===== src/logic/mcuxt_pkg.sv =====
// Summary of operation
// - Borrow subtract to acc: acc minus operand minus inverted carry; carry clear if negative.
// - Borrow subtract to memory: same arithmetic and carry, result written to memory byte.
// - All subtract forms update overflow, zero, nibble carry and carry flags.
// - Decrement memory byte, store back, skip next instruction when result is zero.
// - Memory minus one into acc, memory and flags untouched, skip on zero.
// - A taken skip inserts one dummy slot, the skipping instruction takes two cycles.
// - Set byte writes all ones to memory, flags unchanged.
// - Set bit forces the selected memory bit to one, flags unchanged.
// - Increment memory byte, store back, no flag change, skip on zero.
// - Memory plus one into acc, memory unchanged, skip on zero.
// - Skip next instruction when selected memory bit is one, no flag change.
// - Plain subtract to acc, carry clear on negative, set otherwise.
// - Plain subtract with result written to memory, same carry convention.
// - Immediate subtract into acc, same carry convention.
// - Swap memory nibbles in place, no flag change.
// - Swapped memory byte into acc, memory and flags untouched.
// - Skip next instruction when memory byte is zero, no flag change.
// - Copy memory byte to acc, skip when zero, no flag change.
// - Skip next instruction when selected memory bit is zero, no flag change.
// - Paged table read: both pointers address word, low byte to memory, high to latch.
// - Current and last page reads use low pointer with program or last page.
// - Exclusive-or of acc with memory or immediate, only zero flag updated.
package mcuxt_pkg;

   typedef enum logic [4:0] {
      OP_NOP        = 5'h00,
      OP_SBC_ACC    = 5'h01,
      OP_SBC_MEM    = 5'h02,
      OP_SBC_IMM    = 5'h03,
      OP_SUB_ACC    = 5'h04,
      OP_SUB_MEM    = 5'h05,
      OP_SUB_IMM    = 5'h06,
      OP_DEC_SKIP   = 5'h07,
      OP_DEC_ACC    = 5'h08,
      OP_INC_SKIP   = 5'h09,
      OP_INC_ACC    = 5'h0A,
      OP_SET_BYTE   = 5'h0B,
      OP_SET_BIT    = 5'h0C,
      OP_BIT_SET_SK = 5'h0D,
      OP_BIT_CLR_SK = 5'h0E,
      OP_ZERO_SKIP  = 5'h0F,
      OP_COPY_SKIP  = 5'h10,
      OP_SWAP_MEM   = 5'h11,
      OP_SWAP_ACC   = 5'h12,
      OP_TAB_PAGED  = 5'h13,
      OP_TAB_CUR    = 5'h14,
      OP_TAB_LAST   = 5'h15,
      OP_XOR_ACC    = 5'h16,
      OP_XOR_MEM    = 5'h17,
      OP_XOR_IMM    = 5'h18
   } mcuxt_op_t;

   typedef enum logic [1:0] {
      ST_IDLE    = 2'b00,
      ST_DUMMY   = 2'b01,
      ST_TAB_REQ = 2'b10,
      ST_TAB_CAP = 2'b11
   } mcuxt_state_t;

   typedef struct packed {
      logic ov;
      logic z;
      logic ac;
      logic c;
   } mcuxt_flags_t;

   typedef struct packed {
      mcuxt_op_t  op;
      logic [7:0] addr;
      logic [2:0] bit_sel;
      logic [7:0] imm;
      logic [7:0] operand;
   } mcuxt_req_t;

   localparam logic [2:0] REG_ACC   = 3'h0;
   localparam logic [2:0] REG_FLAGS = 3'h1;
   localparam logic [2:0] REG_TABLE_POINTER_LOW  = 3'h2;
   localparam logic [2:0] REG_TABLE_POINTER_HIGH  = 3'h3;
   localparam logic [2:0] REG_TABLE_LATCH_HIGH  = 3'h4;

   localparam logic [7:0] ACC_RESET   = 8'h00;
   localparam logic [3:0] FLAGS_RESET = 4'h0;
   localparam logic [7:0] BYTE_ONES   = 8'hFF;
   localparam logic [7:0] BYTE_ONE    = 8'h01;
   localparam logic [7:0] BYTE_ZERO   = 8'h00;

endpackage : mcuxt_pkg


===== src/logic/mcuxt_exec.sv =====
// Implementation choices: the address-and-strobe port and the placing of the registers.
`timescale 1ns/1ps
`default_nettype none
module mcuxt_exec
   import mcuxt_pkg::*;
#(
   parameter int PM_AW = 11,
   parameter int PM_DW = 16
) (
   // Clock and reset
   input  wire logic               clk,
   input  wire logic               rst,
   // Instruction issue
   input  wire logic               op_valid,
   input  wire mcuxt_req_t         op_req,
   output logic                    op_ready,
   // Program counter side
   input  wire logic [PM_AW-9:0]   pc_page,
   output logic                    skip,
   // Data memory write port
   output logic                    mem_we,
   output logic [7:0]              mem_waddr,
   output logic [7:0]              mem_wdata,
   // Program memory read port
   output logic                    pm_rd,
   output logic [PM_AW-1:0]        pm_addr,
   input  wire logic [PM_DW-1:0]   pm_data,
   // Register port
   input  wire logic [2:0]         reg_addr,
   input  wire logic [7:0]         reg_wdata,
   input  wire logic               reg_wr,
   input  wire logic               reg_rd,
   output logic [7:0]              reg_rdata,
   // Core state
   output logic [7:0]              acc,
   output mcuxt_flags_t            flags
);

   localparam int PH = PM_AW - 8;
   localparam int LH = PM_DW - 8;

   typedef struct packed {
      mcuxt_state_t   st;
      logic [7:0]     acc;
      mcuxt_flags_t   fl;
      logic [PH-1:0]  table_pointer_high;
      logic [7:0]     table_pointer_low;
      logic [LH-1:0]  table_latch_high;
      logic [7:0]     tab_dst;
      logic           skip;
      logic           mem_we;
      logic [7:0]     mem_waddr;
      logic [7:0]     mem_wdata;
      logic           pm_rd;
      logic [PM_AW-1:0] pm_addr;
      logic [7:0]     rdata;
   } mcuxt_s_t;

   mcuxt_s_t s;
   mcuxt_s_t next_s;

   logic       take;
   logic [7:0] a;
   logic [7:0] m;
   logic [7:0] b;
   logic       cin;
   logic [8:0] dsum;
   logic [4:0] nsum;
   logic [7:0] diff;
   logic [7:0] dec;
   logic [7:0] inc;
   logic [7:0] mask;
   logic [7:0] swp;
   logic [7:0] xr;
   logic       bit_val;

   assign op_ready = (s.st == ST_IDLE);
   assign take     = op_valid & op_ready;
   assign a        = s.acc;
   assign m        = op_req.operand;
   assign mask     = BYTE_ONE << op_req.bit_sel;
   assign bit_val  = |(m & mask);
   assign dec      = m - BYTE_ONE;
   assign inc      = m + BYTE_ONE;
   assign swp      = {m[3:0], m[7:4]};
   assign b        = (op_req.op == OP_SBC_IMM || op_req.op == OP_SUB_IMM)
                     ? op_req.imm : m;
   assign xr       = a ^ ((op_req.op == OP_XOR_IMM) ? op_req.imm : m);

   // Borrow subtract as add of complement; carry out one means no borrow
   always_comb begin
      cin  = 1'b1;
      if (op_req.op == OP_SBC_ACC || op_req.op == OP_SBC_MEM ||
          op_req.op == OP_SBC_IMM) begin
         cin = s.fl.c;
      end
      dsum = {1'b0, a} + {1'b0, ~b} + {8'h00, cin};
      nsum = {1'b0, a[3:0]} + {1'b0, ~b[3:0]} + {4'h0, cin};
      diff = dsum[7:0];
   end

   always_comb begin
      next_s        = s;
      next_s.skip   = 1'b0;
      next_s.mem_we = 1'b0;
      next_s.pm_rd  = 1'b0;
      next_s.rdata  = BYTE_ZERO;
      // Register writes first so a same-cycle instruction result wins
      if (reg_wr) begin
         unique case (reg_addr)
            REG_ACC:   next_s.acc  = reg_wdata;
            REG_FLAGS: next_s.fl   = reg_wdata[3:0];
            REG_TABLE_POINTER_LOW:  next_s.table_pointer_low = reg_wdata;
            REG_TABLE_POINTER_HIGH:  next_s.table_pointer_high = reg_wdata[PH-1:0];
            default:   next_s.acc  = s.acc;
         endcase
      end
      if (reg_rd) begin
         unique case (reg_addr)
            REG_ACC:   next_s.rdata = s.acc;
            REG_FLAGS: next_s.rdata = {4'h0, s.fl};
            REG_TABLE_POINTER_LOW:  next_s.rdata = s.table_pointer_low;
            REG_TABLE_POINTER_HIGH:  next_s.rdata = 8'(s.table_pointer_high);
            REG_TABLE_LATCH_HIGH:  next_s.rdata = 8'(s.table_latch_high);
            default:   next_s.rdata = BYTE_ZERO;
         endcase
      end
      unique case (s.st)
         ST_IDLE: begin
            if (take) begin
               next_s.mem_waddr = op_req.addr;
               unique case (op_req.op)
                  OP_SBC_ACC, OP_SBC_IMM, OP_SUB_ACC, OP_SUB_IMM,
                  OP_SBC_MEM, OP_SUB_MEM: begin
                     next_s.fl.c  = dsum[8];
                     next_s.fl.ac = nsum[4];
                     next_s.fl.z  = (diff == BYTE_ZERO);
                     next_s.fl.ov = (a[7] ^ b[7]) & (diff[7] ^ a[7]);
                     if (op_req.op == OP_SBC_MEM ||
                         op_req.op == OP_SUB_MEM) begin
                        next_s.mem_we    = 1'b1;
                        next_s.mem_wdata = diff;
                     end else begin
                        next_s.acc = diff;
                     end
                  end
                  OP_DEC_SKIP: begin
                     next_s.mem_we    = 1'b1;
                     next_s.mem_wdata = dec;
                     next_s.skip      = (dec == BYTE_ZERO);
                  end
                  OP_DEC_ACC: begin
                     next_s.acc  = dec;
                     next_s.skip = (dec == BYTE_ZERO);
                  end
                  OP_INC_SKIP: begin
                     next_s.mem_we    = 1'b1;
                     next_s.mem_wdata = inc;
                     next_s.skip      = (inc == BYTE_ZERO);
                  end
                  OP_INC_ACC: begin
                     next_s.acc  = inc;
                     next_s.skip = (inc == BYTE_ZERO);
                  end
                  OP_SET_BYTE: begin
                     next_s.mem_we    = 1'b1;
                     next_s.mem_wdata = BYTE_ONES;
                  end
                  OP_SET_BIT: begin
                     next_s.mem_we    = 1'b1;
                     next_s.mem_wdata = m | mask;
                  end
                  OP_BIT_SET_SK: next_s.skip = bit_val;
                  OP_BIT_CLR_SK: next_s.skip = ~bit_val;
                  OP_ZERO_SKIP:  next_s.skip = (m == BYTE_ZERO);
                  OP_COPY_SKIP: begin
                     next_s.acc  = m;
                     next_s.skip = (m == BYTE_ZERO);
                  end
                  OP_SWAP_MEM: begin
                     next_s.mem_we    = 1'b1;
                     next_s.mem_wdata = swp;
                  end
                  OP_SWAP_ACC: next_s.acc = swp;
                  OP_TAB_PAGED, OP_TAB_CUR, OP_TAB_LAST: begin
                     next_s.st      = ST_TAB_REQ;
                     next_s.pm_rd   = 1'b1;
                     next_s.tab_dst = op_req.addr;
                     if (op_req.op == OP_TAB_PAGED) begin
                        next_s.pm_addr = {s.table_pointer_high, s.table_pointer_low};
                     end else if (op_req.op == OP_TAB_CUR) begin
                        next_s.pm_addr = {pc_page, s.table_pointer_low};
                     end else begin
                        next_s.pm_addr = {{PH{1'b1}}, s.table_pointer_low};
                     end
                  end
                  OP_XOR_ACC, OP_XOR_IMM, OP_XOR_MEM: begin
                     next_s.fl.z = (xr == BYTE_ZERO);
                     if (op_req.op == OP_XOR_MEM) begin
                        next_s.mem_we    = 1'b1;
                        next_s.mem_wdata = xr;
                     end else begin
                        next_s.acc = xr;
                     end
                  end
                  default: next_s.st = ST_IDLE;
               endcase
               if (next_s.skip) begin
                  next_s.st = ST_DUMMY;
               end
            end
         end
         // Slot of the discarded instruction; nothing is accepted
         ST_DUMMY: next_s.st = ST_IDLE;
         ST_TAB_REQ: next_s.st = ST_TAB_CAP;
         ST_TAB_CAP: begin
            next_s.st        = ST_IDLE;
            next_s.mem_we    = 1'b1;
            next_s.mem_waddr = s.tab_dst;
            next_s.mem_wdata = pm_data[7:0];
            next_s.table_latch_high      = pm_data[PM_DW-1:8];
         end
      endcase
   end

   always_ff @(posedge clk) begin
      if (rst) begin
         s       <= '0;
         s.st    <= ST_IDLE;
         s.acc   <= ACC_RESET;
         s.fl    <= FLAGS_RESET;
      end else begin
         s <= next_s;
      end
   end

   assign skip      = s.skip;
   assign mem_we    = s.mem_we;
   assign mem_waddr = s.mem_waddr;
   assign mem_wdata = s.mem_wdata;
   assign pm_rd     = s.pm_rd;
   assign pm_addr   = s.pm_addr;
   assign reg_rdata = s.rdata;
   assign acc       = s.acc;
   assign flags     = s.fl;

   logic op_sbc_acc;
   logic op_sub_acc;
   logic op_sbc_mem;
   logic op_dec_sk;
   logic op_deca;
   logic op_set_b;
   logic op_inc_sk;
   logic op_swap;
   logic op_tab;
   logic op_xor;
   logic op_bset;
   assign op_sbc_acc = take && op_req.op == OP_SBC_ACC;
   assign op_sub_acc = take && op_req.op == OP_SUB_ACC;
   assign op_sbc_mem = take && op_req.op == OP_SBC_MEM;
   assign op_dec_sk  = take && op_req.op == OP_DEC_SKIP;
   assign op_deca    = take && op_req.op == OP_DEC_ACC;
   assign op_set_b   = take && op_req.op == OP_SET_BIT;
   assign op_inc_sk  = take && op_req.op == OP_INC_SKIP;
   assign op_swap    = take && op_req.op == OP_SWAP_MEM;
   assign op_tab     = take && op_req.op == OP_TAB_PAGED;
   assign op_xor     = take && op_req.op == OP_XOR_ACC;
   assign op_bset    = take && op_req.op == OP_BIT_SET_SK;
endmodule : mcuxt_exec
`default_nettype wire


===== config.mk =====
export PLATFORM = sky130hd
export DESIGN_NAME = mcuxt_exec
export DESIGN_NICKNAME = d
export VERILOG_FILES = /design/src/logic/mcuxt_pkg.sv /design/src/logic/mcuxt_exec.sv
export SDC_FILE = /design/constraint.sdc
export NUM_CORES = 1
export LEC_CHECK = 0
export BUFFER_PORTS_ARGS = -buffer_cell sky130_fd_sc_hd__buf_2
export CORE_UTILIZATION = 50
export CTS_CLUSTER_DIAMETER = 120
export CTS_CLUSTER_SIZE = 12
export DETAILED_ROUTE_END_ITERATION = 7
export PLACE_DENSITY = 0.73
export SYNTH_ARGS = -nofsm -noshare
export SYNTH_HDL_FRONTEND = slang
export SYNTH_SLANG_ARGS = --single-unit

===== constraint.sdc =====
create_clock -name clk -period 3.9 [get_ports clk]
set_clock_uncertainty 0.1 [all_clocks]
set_input_delay 0.39 -clock clk [delete_from_list [all_inputs] [get_ports clk]]
set_output_delay 0.39 -clock clk [all_outputs]
set_load 0.005 [all_outputs]

* Yosys cells after proc, flatten, opt, wreduce, memory -nomap -nowiden
Cells that the tools add are included.
** Storage, ports and cells
- Word-level logic and storage cells :: 137
- Register bits :: 79
- Output and inout bits :: 51
** Operators by class
- Shifts and indexed selects :: 1
- Reductions and logical operators :: 30
- Equal/unequal tests :: 36
- Add/subtract/negate cells :: 6
- Mux-type cells :: 34
- Bitwise gates (word level) :: 13
** Operators by type and width (count)
- 8-bit two-way mux :: 8
- 8-bit case mux with 7 select lines :: 1
- 8-bit case mux with 6 select lines :: 1
- 5-bit == test, second input constant :: 9
- 5-bit by 4-bit == test with 1-bit output, second input constant :: 8
- 8-bit zero test :: 5
- 8-bit case mux with 5 select lines :: 1
- 17-bit case mux with 2 select lines :: 1
- 29-bit two-way mux :: 1
- 12-bit two-way mux :: 2
- 23-bit two-way mux :: 1
- 11-bit two-way mux :: 2
- 21-bit OR reduction :: 1
- 5-bit by 3-bit == test with 1-bit output, second input constant :: 4
- 14-bit two-way mux :: 1
- 5-bit by 2-bit == test with 1-bit output, second input constant :: 2
- 2-bit OR reduction :: 5
- 8-bit by 8-bit adder with 9-bit output :: 1
- 9-bit by 1-bit adder with 9-bit output :: 1
- 3-bit OR reduction :: 3
- 8-bit by 1-bit adder with 8-bit output, second input constant :: 1
- 8-bit AND :: 1
- 8-bit by 1-bit != test with 1-bit output, second input constant :: 1
- 8-bit NOT :: 1
- other kinds (38) :: 58

* Depth between registers and ports, before layout
Gate-level depths: netlist (run 1).
- Word-level depth :: 11
- Mapped depth :: 17
- Gate-level depth less buffers :: 13

* Least setup slack after synthesis (run 1)
No wires, ideal clock.
- Kind :: input port to flip-flop
- Start :: input port op_req[29] (netlist bit)
- End :: register s (netlist bit mem_wdata[6])
- Path buffers :: 4
- Slack :: 0.100 ns
- Arrival time :: 3.609 ns
- Stages on the path :: 17
- Library setup time :: 0.091 ns
- Path through :: buf_6 -> buf_2 -> buf_2 -> buf_2 -> xor2_1 -> and2_1 -> nand2_1 -> mux2_2 -> fa_1 -> inv_1 -> fa_1 -> a211oi_1 -> o21a_1 -> o211ai_1 -> a21oi_1 -> a21bo_2 -> a311oi_1
** On the way
- Word-level cells in the longest chain between the ends :: 10
** Ends and longest elaborated chain
- start: declaration :: line mcuxt_exec.sv:15 : input wire mcuxt_req_t op_req,
- 5-bit by 2-bit == test with 1-bit output or 5-bit by 3-bit == test with 1-bit output (tied branches) :: line mcuxt_exec.sv:86, mcuxt_exec.sv:94, mcuxt_exec.sv:132
- 1-bit logical OR :: line mcuxt_exec.sv:86 : assign b = (op_req.op == OP_SBC_IMM || op_req.op == OP_SUB_IMM)
- 8-bit two-way mux :: line mcuxt_exec.sv:87 : ? op_req.imm : m;
- 8-bit NOT :: line mcuxt_exec.sv:97 : dsum = {1'b0, a} + {1'b0, ~b} + {8'h00, cin};
- 8-bit by 8-bit adder with 9-bit output :: line mcuxt_exec.sv:97
- 9-bit by 1-bit adder with 9-bit output :: line mcuxt_exec.sv:97
- 8-bit two-way mux :: line mcuxt_exec.sv:139 : if (op_req.op == OP_SBC_MEM ||
- 8-bit case mux with 7 select lines :: line mcuxt_exec.sv:132 : unique case (op_req.op)
- 29-bit two-way mux :: line mcuxt_exec.sv:130 : if (take) begin
- 17-bit case mux with 2 select lines :: line mcuxt_exec.sv:128 : unique case (s.st)
- end signal: assignment :: line mcuxt_exec.sv:233 : s <= next_s;
- end: declaration :: line mcuxt_exec.sv:59 : mcuxt_s_t s;
Several ways; a longest one is shown, not always the timed one. The select of a mux whose other input is x is not followed.
A chain may end at the register's enable or synchronous reset.

* Final worst setup path (run 1)
- Start :: input port op_req[29] (netlist bit)
- End :: register, netlist name acc[4]
** On the way
- Word-level cells in the longest chain between the ends :: 10
** Ends and longest elaborated chain (line)
- 5-bit by 2-bit == test with 1-bit output or 5-bit by 3-bit == test with 1-bit output (tied branches) :: mcuxt_exec.sv:86, mcuxt_exec.sv:94, mcuxt_exec.sv:132
- 1-bit logical OR :: mcuxt_exec.sv:86
- 8-bit two-way mux :: mcuxt_exec.sv:87
- 8-bit NOT :: mcuxt_exec.sv:97
- 8-bit by 8-bit adder with 9-bit output :: mcuxt_exec.sv:97
- 9-bit by 1-bit adder with 9-bit output :: mcuxt_exec.sv:97
- 8-bit two-way mux :: mcuxt_exec.sv:139
- 8-bit case mux with 6 select lines (*) :: mcuxt_exec.sv:132
- 14-bit two-way mux (*) :: mcuxt_exec.sv:130
- 12-bit two-way mux (*) :: mcuxt_exec.sv:128
Mark *: on every way between the ends. The rest lies on a longest branch, timed or not. The select of a mux whose other input is x is not followed.

==> impl_results.md, run 1 <==
- Share of final-layout standard cells stronger than drive strength 1: 0.205
- CP Data Required Time: 4.03 ns
- Filler Cell Count: 1,231
- Critical path's largest stage delay: 0.49 ns
- Overall via count from detail_route: 6,698
- Worst hold margin: 0.188 ns
- Slew of the pin with the lowest slew margin: 0.876 ns
- Fraction of registers with async set/reset: 0
- Post-CTS resize count: 0
- Sw frac: 0.326
- Iteration-0 DRC Markers: 868
- Global route overflow: 0
- Clock slew at reported path FFs: 0.06 ns
- Number of setup buffers added after CTS: 0
- Antenna violations before repair: 0
- Most common flop cell mapped by yosys: dfxtp_1
- Total net switching power: 0.724 mW
- Maximum number of pins on one net before global-route repair: 39
- Total placed cells including tap cells: 1,035
- Worst-path cell with the longest stage delay: nor4_1
- Cell Int Power: 1.50 mW
- Count of placed standard cells in the final layout, fillers left out: 1,051
- CTS tree: built
- Leakage power of the design: 2.82 nW
- Die Outline Area: 13,500 µm²
- Signal arrival time at the worst endpoint: 3.49 ns
- Final count of negative-setup-slack endpoints: 0
- Pre-CTS worst setup slack: 0.247 ns
- CTS root buf: clkbuf_16
- Number of top-level pins: 118
- Power share of the combinational group: 0.244
- Input/output buffers: 117
- Post-route minimum period: 3.36 ns
- Max IR drop VDD: 0.000201 V
- Area share of the largest cell type after synthesis: 0.242
- Clock share of power: 0.368
- Remaining antenna violation count after routing: 0
- Accumulated negative setup slack: 0 ns
- Top achievable clock speed: 0.298 GHz
- Number of global-route vias before repair: 5,927
- Overall power: 2.22 mW
- Post-cts hold buffer count: 0
- Die width: 116 µm
- Setup Crit Path Kind: input port to register
- Placer's final routability congestion estimate: 0.991
- Post-Layout Inst Area: 7170 µm²
- Starting Density: 0.515
- Wire length per cell: 20.4 µm
- Count of flip-flops with a built-in enable after synthesis: 0
- Largest area contributor in the netlist: dfxtp_1
- Global-route wire length before repair: 32.5 mm
- H-tree levels: 3
- Count of inserted antenna diode cells: 0
- Type of the worst min-delay path: input port to register
- Core area: 12,700 µm²
- Overall routing resource usage: 0.314
- Worst rel slew slack: 0.401
- Hold Fails Final Rpt: 0
- Area growth from synthesis to layout: 9.77%
- Average cell area after synthesis: 7.82 µm²
- CP most frequent cell: fa_1
- Number of CTS-inserted buffers: 9
- Final critical-path share of the clock period: 0.861
- Largest cells by area after synthesis: dfxtp_1 24%, mux2i_1 9.2%, nor2_1 6.6%, buf_4 5.4%, a21oi_1 3.2%
- Startpoint class of the critical path: input port
- Max-slew violation total from the final report: 0
- Remaining DRCs: 0
- Synthesized netlist cell count: 835
- Routed wire length: 21.4 mm
- Part of the power in registers: 0.387
- Final setup margin: 0.542 ns
- Leading post-synthesis cells by instance count: 114 x nor2_1, 79 x dfxtp_1, 60 x mux2i_1
- # nets final: 957
- Slack of the worst reg-to-reg path: 0.58 ns
- Status: complete, no violations
- Post-Syn Area: 6530 µm²
- Series of cell instances along the critical path: buf_2 > or2_2 > nor4_1 > fa_1 > inv_1 > fa_1 > a211oi_1 > nor2_1 > xnor2_1 > o221ai_1 > a22o_1
- Number of storage elements in the synthesis netlist: 79
- Clock latency on the worst-skew pair: 0.34 ns
- Routed vias/inst: 6.37
- Cell area reported after detailed placement: 6880 µm²
- Endpoint kind of the worst setup timing path: register
- Number of standard-cell rows in the floorplan: 41
- Final design utilization: 0.566
- Max Cap Viol: 0
- Die span in y: 116 µm
- Highest net fanout along the worst path: 8
- Library cell with the highest instance count after synthesis: nor2_1
- Final HPWL DP: 16.0 mm
- Syn nets: 918
- Yosys cell types: 80
- Length of the first detailed-routing pass in iterations: 6
- Power per cell area: 310 nW/µm²
- Total of warnings raised by yosys: 0
- Maximum clock path buffer count: 2
- Sequential share of the synthesized area: 0.242
- Setup repair after global routing missed its margin: no
- Clk sink count: 79
## final timing paths
path,start,endpoint,cells past startpoint
max,op_req[29],acc[4],11
min,pm_data[12],s[50],3
max reg2reg,flags[0],acc[4],9
min reg2reg,pm_addr[9],pm_addr[9],2
## layer usage
metal  vias up  track usage  routed length (µm)  part of all wire
met5         -            0                   0                 0
met4         0        0.156                 997             0.047
met3        74       0.0394                1930             0.090
met2       379        0.475                9380              0.44
met1      3126        0.439                9120              0.43
li1       3119            -                   -                 -
## final cells by class
| class | count | area (µm²) | area share |
|---|---|---|---|
| clock buffer | 10 | 239 | 0.0333 |
| clock inverter | 6 | 52.6 | 0.00733 |
| inverter | 20 | 75.1 | 0.0105 |
| multi-input combinational | 628 | 4280 | 0.597 |
| sequential | 79 | 1580 | 0.221 |
| tap | 172 | 215 | 0.0300 |
| timing repair buffer | 136 | 728 | 0.102 |
## power groups by stage
stage                     clock network (mW)  registers (mW)  logic, mW
after floorplan                            0           0.865      0.375
after global placement                     0           0.876      0.526
after detailed placement                   0           0.876      0.526
after CTS                              0.819           0.858      0.529
after global routing                   0.854           0.861      0.586
final                                  0.817           0.860      0.542
## flip-flops by register name, indices dropped and copies added (netlist names)
name / flops
mem_wdata: 8
flags: 4
pm_rd: 1
mem_we: 1
mem_waddr: 8
skip: 1
acc: 8
s: 29
reg_rdata: 8
pm_addr: 11
## critical path: cells and delay by family
family / cells / cell delay [ns]
AO/OA/AOI/OAI: 3 / 0.89
XOR/XNOR: 1 / 0.30
buffers and inverters: 2 / 0.21
AND/OR/NAND/NOR: 3 / 0.98
adder cells (fa/ha/maj): 2 / 0.72
## layout by cell type (no fill, tap or decap), types with 9 or more instances in the layout
cell and n:
clkbuf_16 9, o21ai_0 23, nand2_1 37, ha_1 14
buf_4 19, a21oi_1 42, nand3_1 23, nor2_1 114
mux2i_1 60, nand2b_1 14, a22o_1 10, nor2b_1 24
inv_1 19, xnor2_1 14, o211ai_1 11, a22oi_1 18
and2_1 10, o221ai_1 11, a31oi_1 18, dfxtp_1 79
o22ai_1 11, nor3_1 12, buf_2 117, a221oi_1 10
## logic make-up after synthesis
group	share of synthesized area
xor+xnor	0.0282
compound gates	0.251
simple gates	0.233
fa+ha+maj	0.0330
buf+inv	0.106
flops	0.242
mux	0.108
Note: power is estimated with default switching activity, not from simulation.
==> run 2: changes to the inputs <==
CTS_BUF_LIST = sky130_fd_sc_hd__clkbuf_4   (was unset)
==> run 2 against run 1 <==
- core utilization down 1.3 points
- sequential power about the same
- clock power down 44%
- critical endpoint unchanged
- worst setup slack better by 0.059 ns
==> impl_results.md, run 2 (synthesis results as in run 1) <==
- Startpoint class of the critical path: register
- Clock slew at reported path FFs: 0.15 ns (+0.09 ns)
- Antenna violations before repair: 0 (unchanged)
- Clock share of power: 0.247 (-0.121)
- Routed vias/inst: 6.34 (-0.48%)
- Highest net fanout along the worst path: 4 (-4)
- Hold Fails Final Rpt: 0 (unchanged)
- Remaining DRCs: 0 (unchanged)
- Post-route minimum period: 3.30 ns (-0.0593 ns)
- Number of global-route vias before repair: 5,893 (-0.57%)
- Overall power: 1.86 mW (-16%)
- Final count of negative-setup-slack endpoints: 0 (unchanged)
- Max FFs per register: 29 (unchanged)
- # nets final: 957 (unchanged)
- Accumulated negative setup slack: 0 ns (unchanged)
- Placer's final routability congestion estimate: 0.991 (unchanged)
- Number of top-level pins: 118 (unchanged)
- Worst-path cell with the longest stage delay: nor4_1
- Destination of the worst hold path: s[47]
- Clk sink count: 79 (unchanged)
- Launch point of the worst reg-to-reg path: flags[0]
- Pre-CTS worst setup slack: 0.247 ns (unchanged)
- Number of standard-cell rows in the floorplan: 41 (unchanged)
- Global-route wire length before repair: 32.2 mm (-0.83%)
- Maximum number of pins on one net before global-route repair: 39 (unchanged)
- Slack of the worst reg-to-reg path: 0.60 ns (+0.02 ns)
- Max Cap Viol: 0 (unchanged)
- Slew of the pin with the lowest slew margin: 0.904 ns (+0.0272 ns)
- Status: complete, no violations
- Final critical-path share of the clock period: 0.846 (-0.0152)
- Post-CTS resize count: 0 (unchanged)
- CTS tree: built
- H-tree levels: 3 (unchanged)
- Area growth from synthesis to layout: 7.21%
- Part of the power in registers: 0.462 (+0.075)
- Final design utilization: 0.552 (-0.0132)
- Cell Int Power: 1.18 mW (-21%)
- Routed wire length: 21.3 mm (-0.76%)
- Overall via count from detail_route: 6,666 (-0.48%)
- Clock latency on the worst-skew pair: 0.45 ns (+0.11 ns)
- Signal arrival time at the worst endpoint: 3.57 ns (+0.08 ns)
- Most common library cell in the layout ignoring fill and taps: buf_2
- Global route overflow: 0 (unchanged)
- RR Endpoint: acc[4]
- Share of final-layout standard cells stronger than drive strength 1: 0.204 (-0.00114)
- Leakage power of the design: 2.74 nW (-2.7%)
- Number of CTS-inserted buffers: 9 (unchanged)
- Post-cts hold buffer count: 0 (unchanged)
- Worst hold start: pm_data[9]
- Setup Crit Path Kind: register to register
- Input/output buffers: 117 (unchanged)
- Maximum clock path buffer count: 2 (unchanged)
- Length of the first detailed-routing pass in iterations: 6 (unchanged)
- Final HPWL DP: 16.0 mm (unchanged)
- Die span in y: 116 µm (unchanged)
- Max IR drop VDD: 0.000150 V (-25%)
- Die width: 116 µm (unchanged)
- Count of inserted antenna diode cells: 0 (unchanged)
- Top achievable clock speed: 0.303 GHz (+1.8%)
- CTS root buf: clkbuf_4
- Number of setup buffers added after CTS: 0 (unchanged)
- Endpoint kind of the worst setup timing path: register
- Overall routing resource usage: 0.312 (-0.00210)
- Die Outline Area: 13,500 µm² (unchanged)
- Core area: 12,700 µm² (unchanged)
- Max-slew violation total from the final report: 0 (unchanged)
- Most flop-heavy register: s
- Power share of the combinational group: 0.291 (+0.047)
- Type of the worst min-delay path: input port to register
- Sw frac: 0.369 (+0.0427)
- Power per cell area: 266 nW/µm² (-14%)
- Iteration-0 DRC Markers: 795 (-8.4%)
- Setup repair after global routing missed its margin: no
- CP most frequent cell: fa_1
- CP Data Required Time: 4.17 ns (+0.14 ns)
- Final setup margin: 0.602 ns (+0.0593 ns)
- Worst reg-to-reg path cell count: 9 (unchanged)
- Critical path's largest stage delay: 0.55 ns (+0.06 ns)
- Wire length per cell: 20.2 µm (-0.76%)
- Series of cell instances along the critical path: nor4_1 > fa_1 > inv_1 > fa_1 > a211oi_1 > nor2_1 > xnor2_1 > o221ai_1 > a22o_1
- Worst rel slew slack: 0.395 (-0.00528)
- Remaining antenna violation count after routing: 0 (unchanged)
- Starting Density: 0.515 (unchanged)
- Total net switching power: 0.687 mW (-5.1%)
- Commonest cells after routing, fill and taps aside: 117 x buf_2, 114 x nor2_1, 79 x dfxtp_1
- Cells on Worst Hold Path: 3 (unchanged)
==> run 2: layout make-up <==
cell class / count / area [µm²]
inverters: 20 / 75.1
clock inverters: 7 / 56.3
well taps: 172 / 215
flip-flops and latches: 79 / 1580
clock buffers: 9 / 67.6
fillers: 1255 / 5670
multi-input cells: 628 / 4280
repair buffers: 136 / 728
==> run 2: how the worst max path moves through the flow <==
stage,depth (start not counted),end,slack [ns],start
after floorplan,17,mem_wdata[6],0.10,op_req[29]
after global placement,12,mem_wdata[6],0.31,op_req[29]
after detailed placement,12,mem_wdata[6],0.25,op_req[29]
after CTS,10,mem_wdata[6],0.67,flags[0]
after global routing,10,mem_wdata[6],0.44,flags[0]
final,9,acc[4],0.60,flags[0]
==> run 2: power by group through the flow <==
| stage | clock network (mW) | logic (mW) | registers [mW] |
|---|---|---|---|
| 6_report | 0.460 | 0.542 | 0.860 |
| 5_1_grt | 0.491 | 0.586 | 0.862 |
| 4_1_cts | 0.457 | 0.529 | 0.859 |
| 3_5_place_dp | 0 | 0.526 | 0.876 |
| 3_3_place_gp | 0 | 0.526 | 0.876 |
| 2_1_floorplan | 0 | 0.375 | 0.865 |
==> run 2: metal layers <==
metal,global-route usage,wire (µm)
met1,0.438,9190
met2,0.468,9290
met3,0.0394,1810
met4,0.156,967
met5,0,0
==> run 2: stage by stage <==
stage	hold slack [ns]	std cells	instance area, µm²
floorplan	0.347	835	6530
global placement	0.354	1035	6880
detailed placement	0.362	1035	6880
CTS	0.0757	1051	7000
global route	0.0884	1051	7000
finish	0.0745	1051	7000
==> run 2: worst max-delay path, delay by kind of cell, from the launching register on <==
kind,cells,cell delay [ns]
AOI/OAI and AO/OA,3,0.88
adders and majority gates,2,0.72
and+or+nand+nor,2,0.70
DFF,1,0.46
xor gates and xnor gates,1,0.30
buffers and inverters,1,0.06
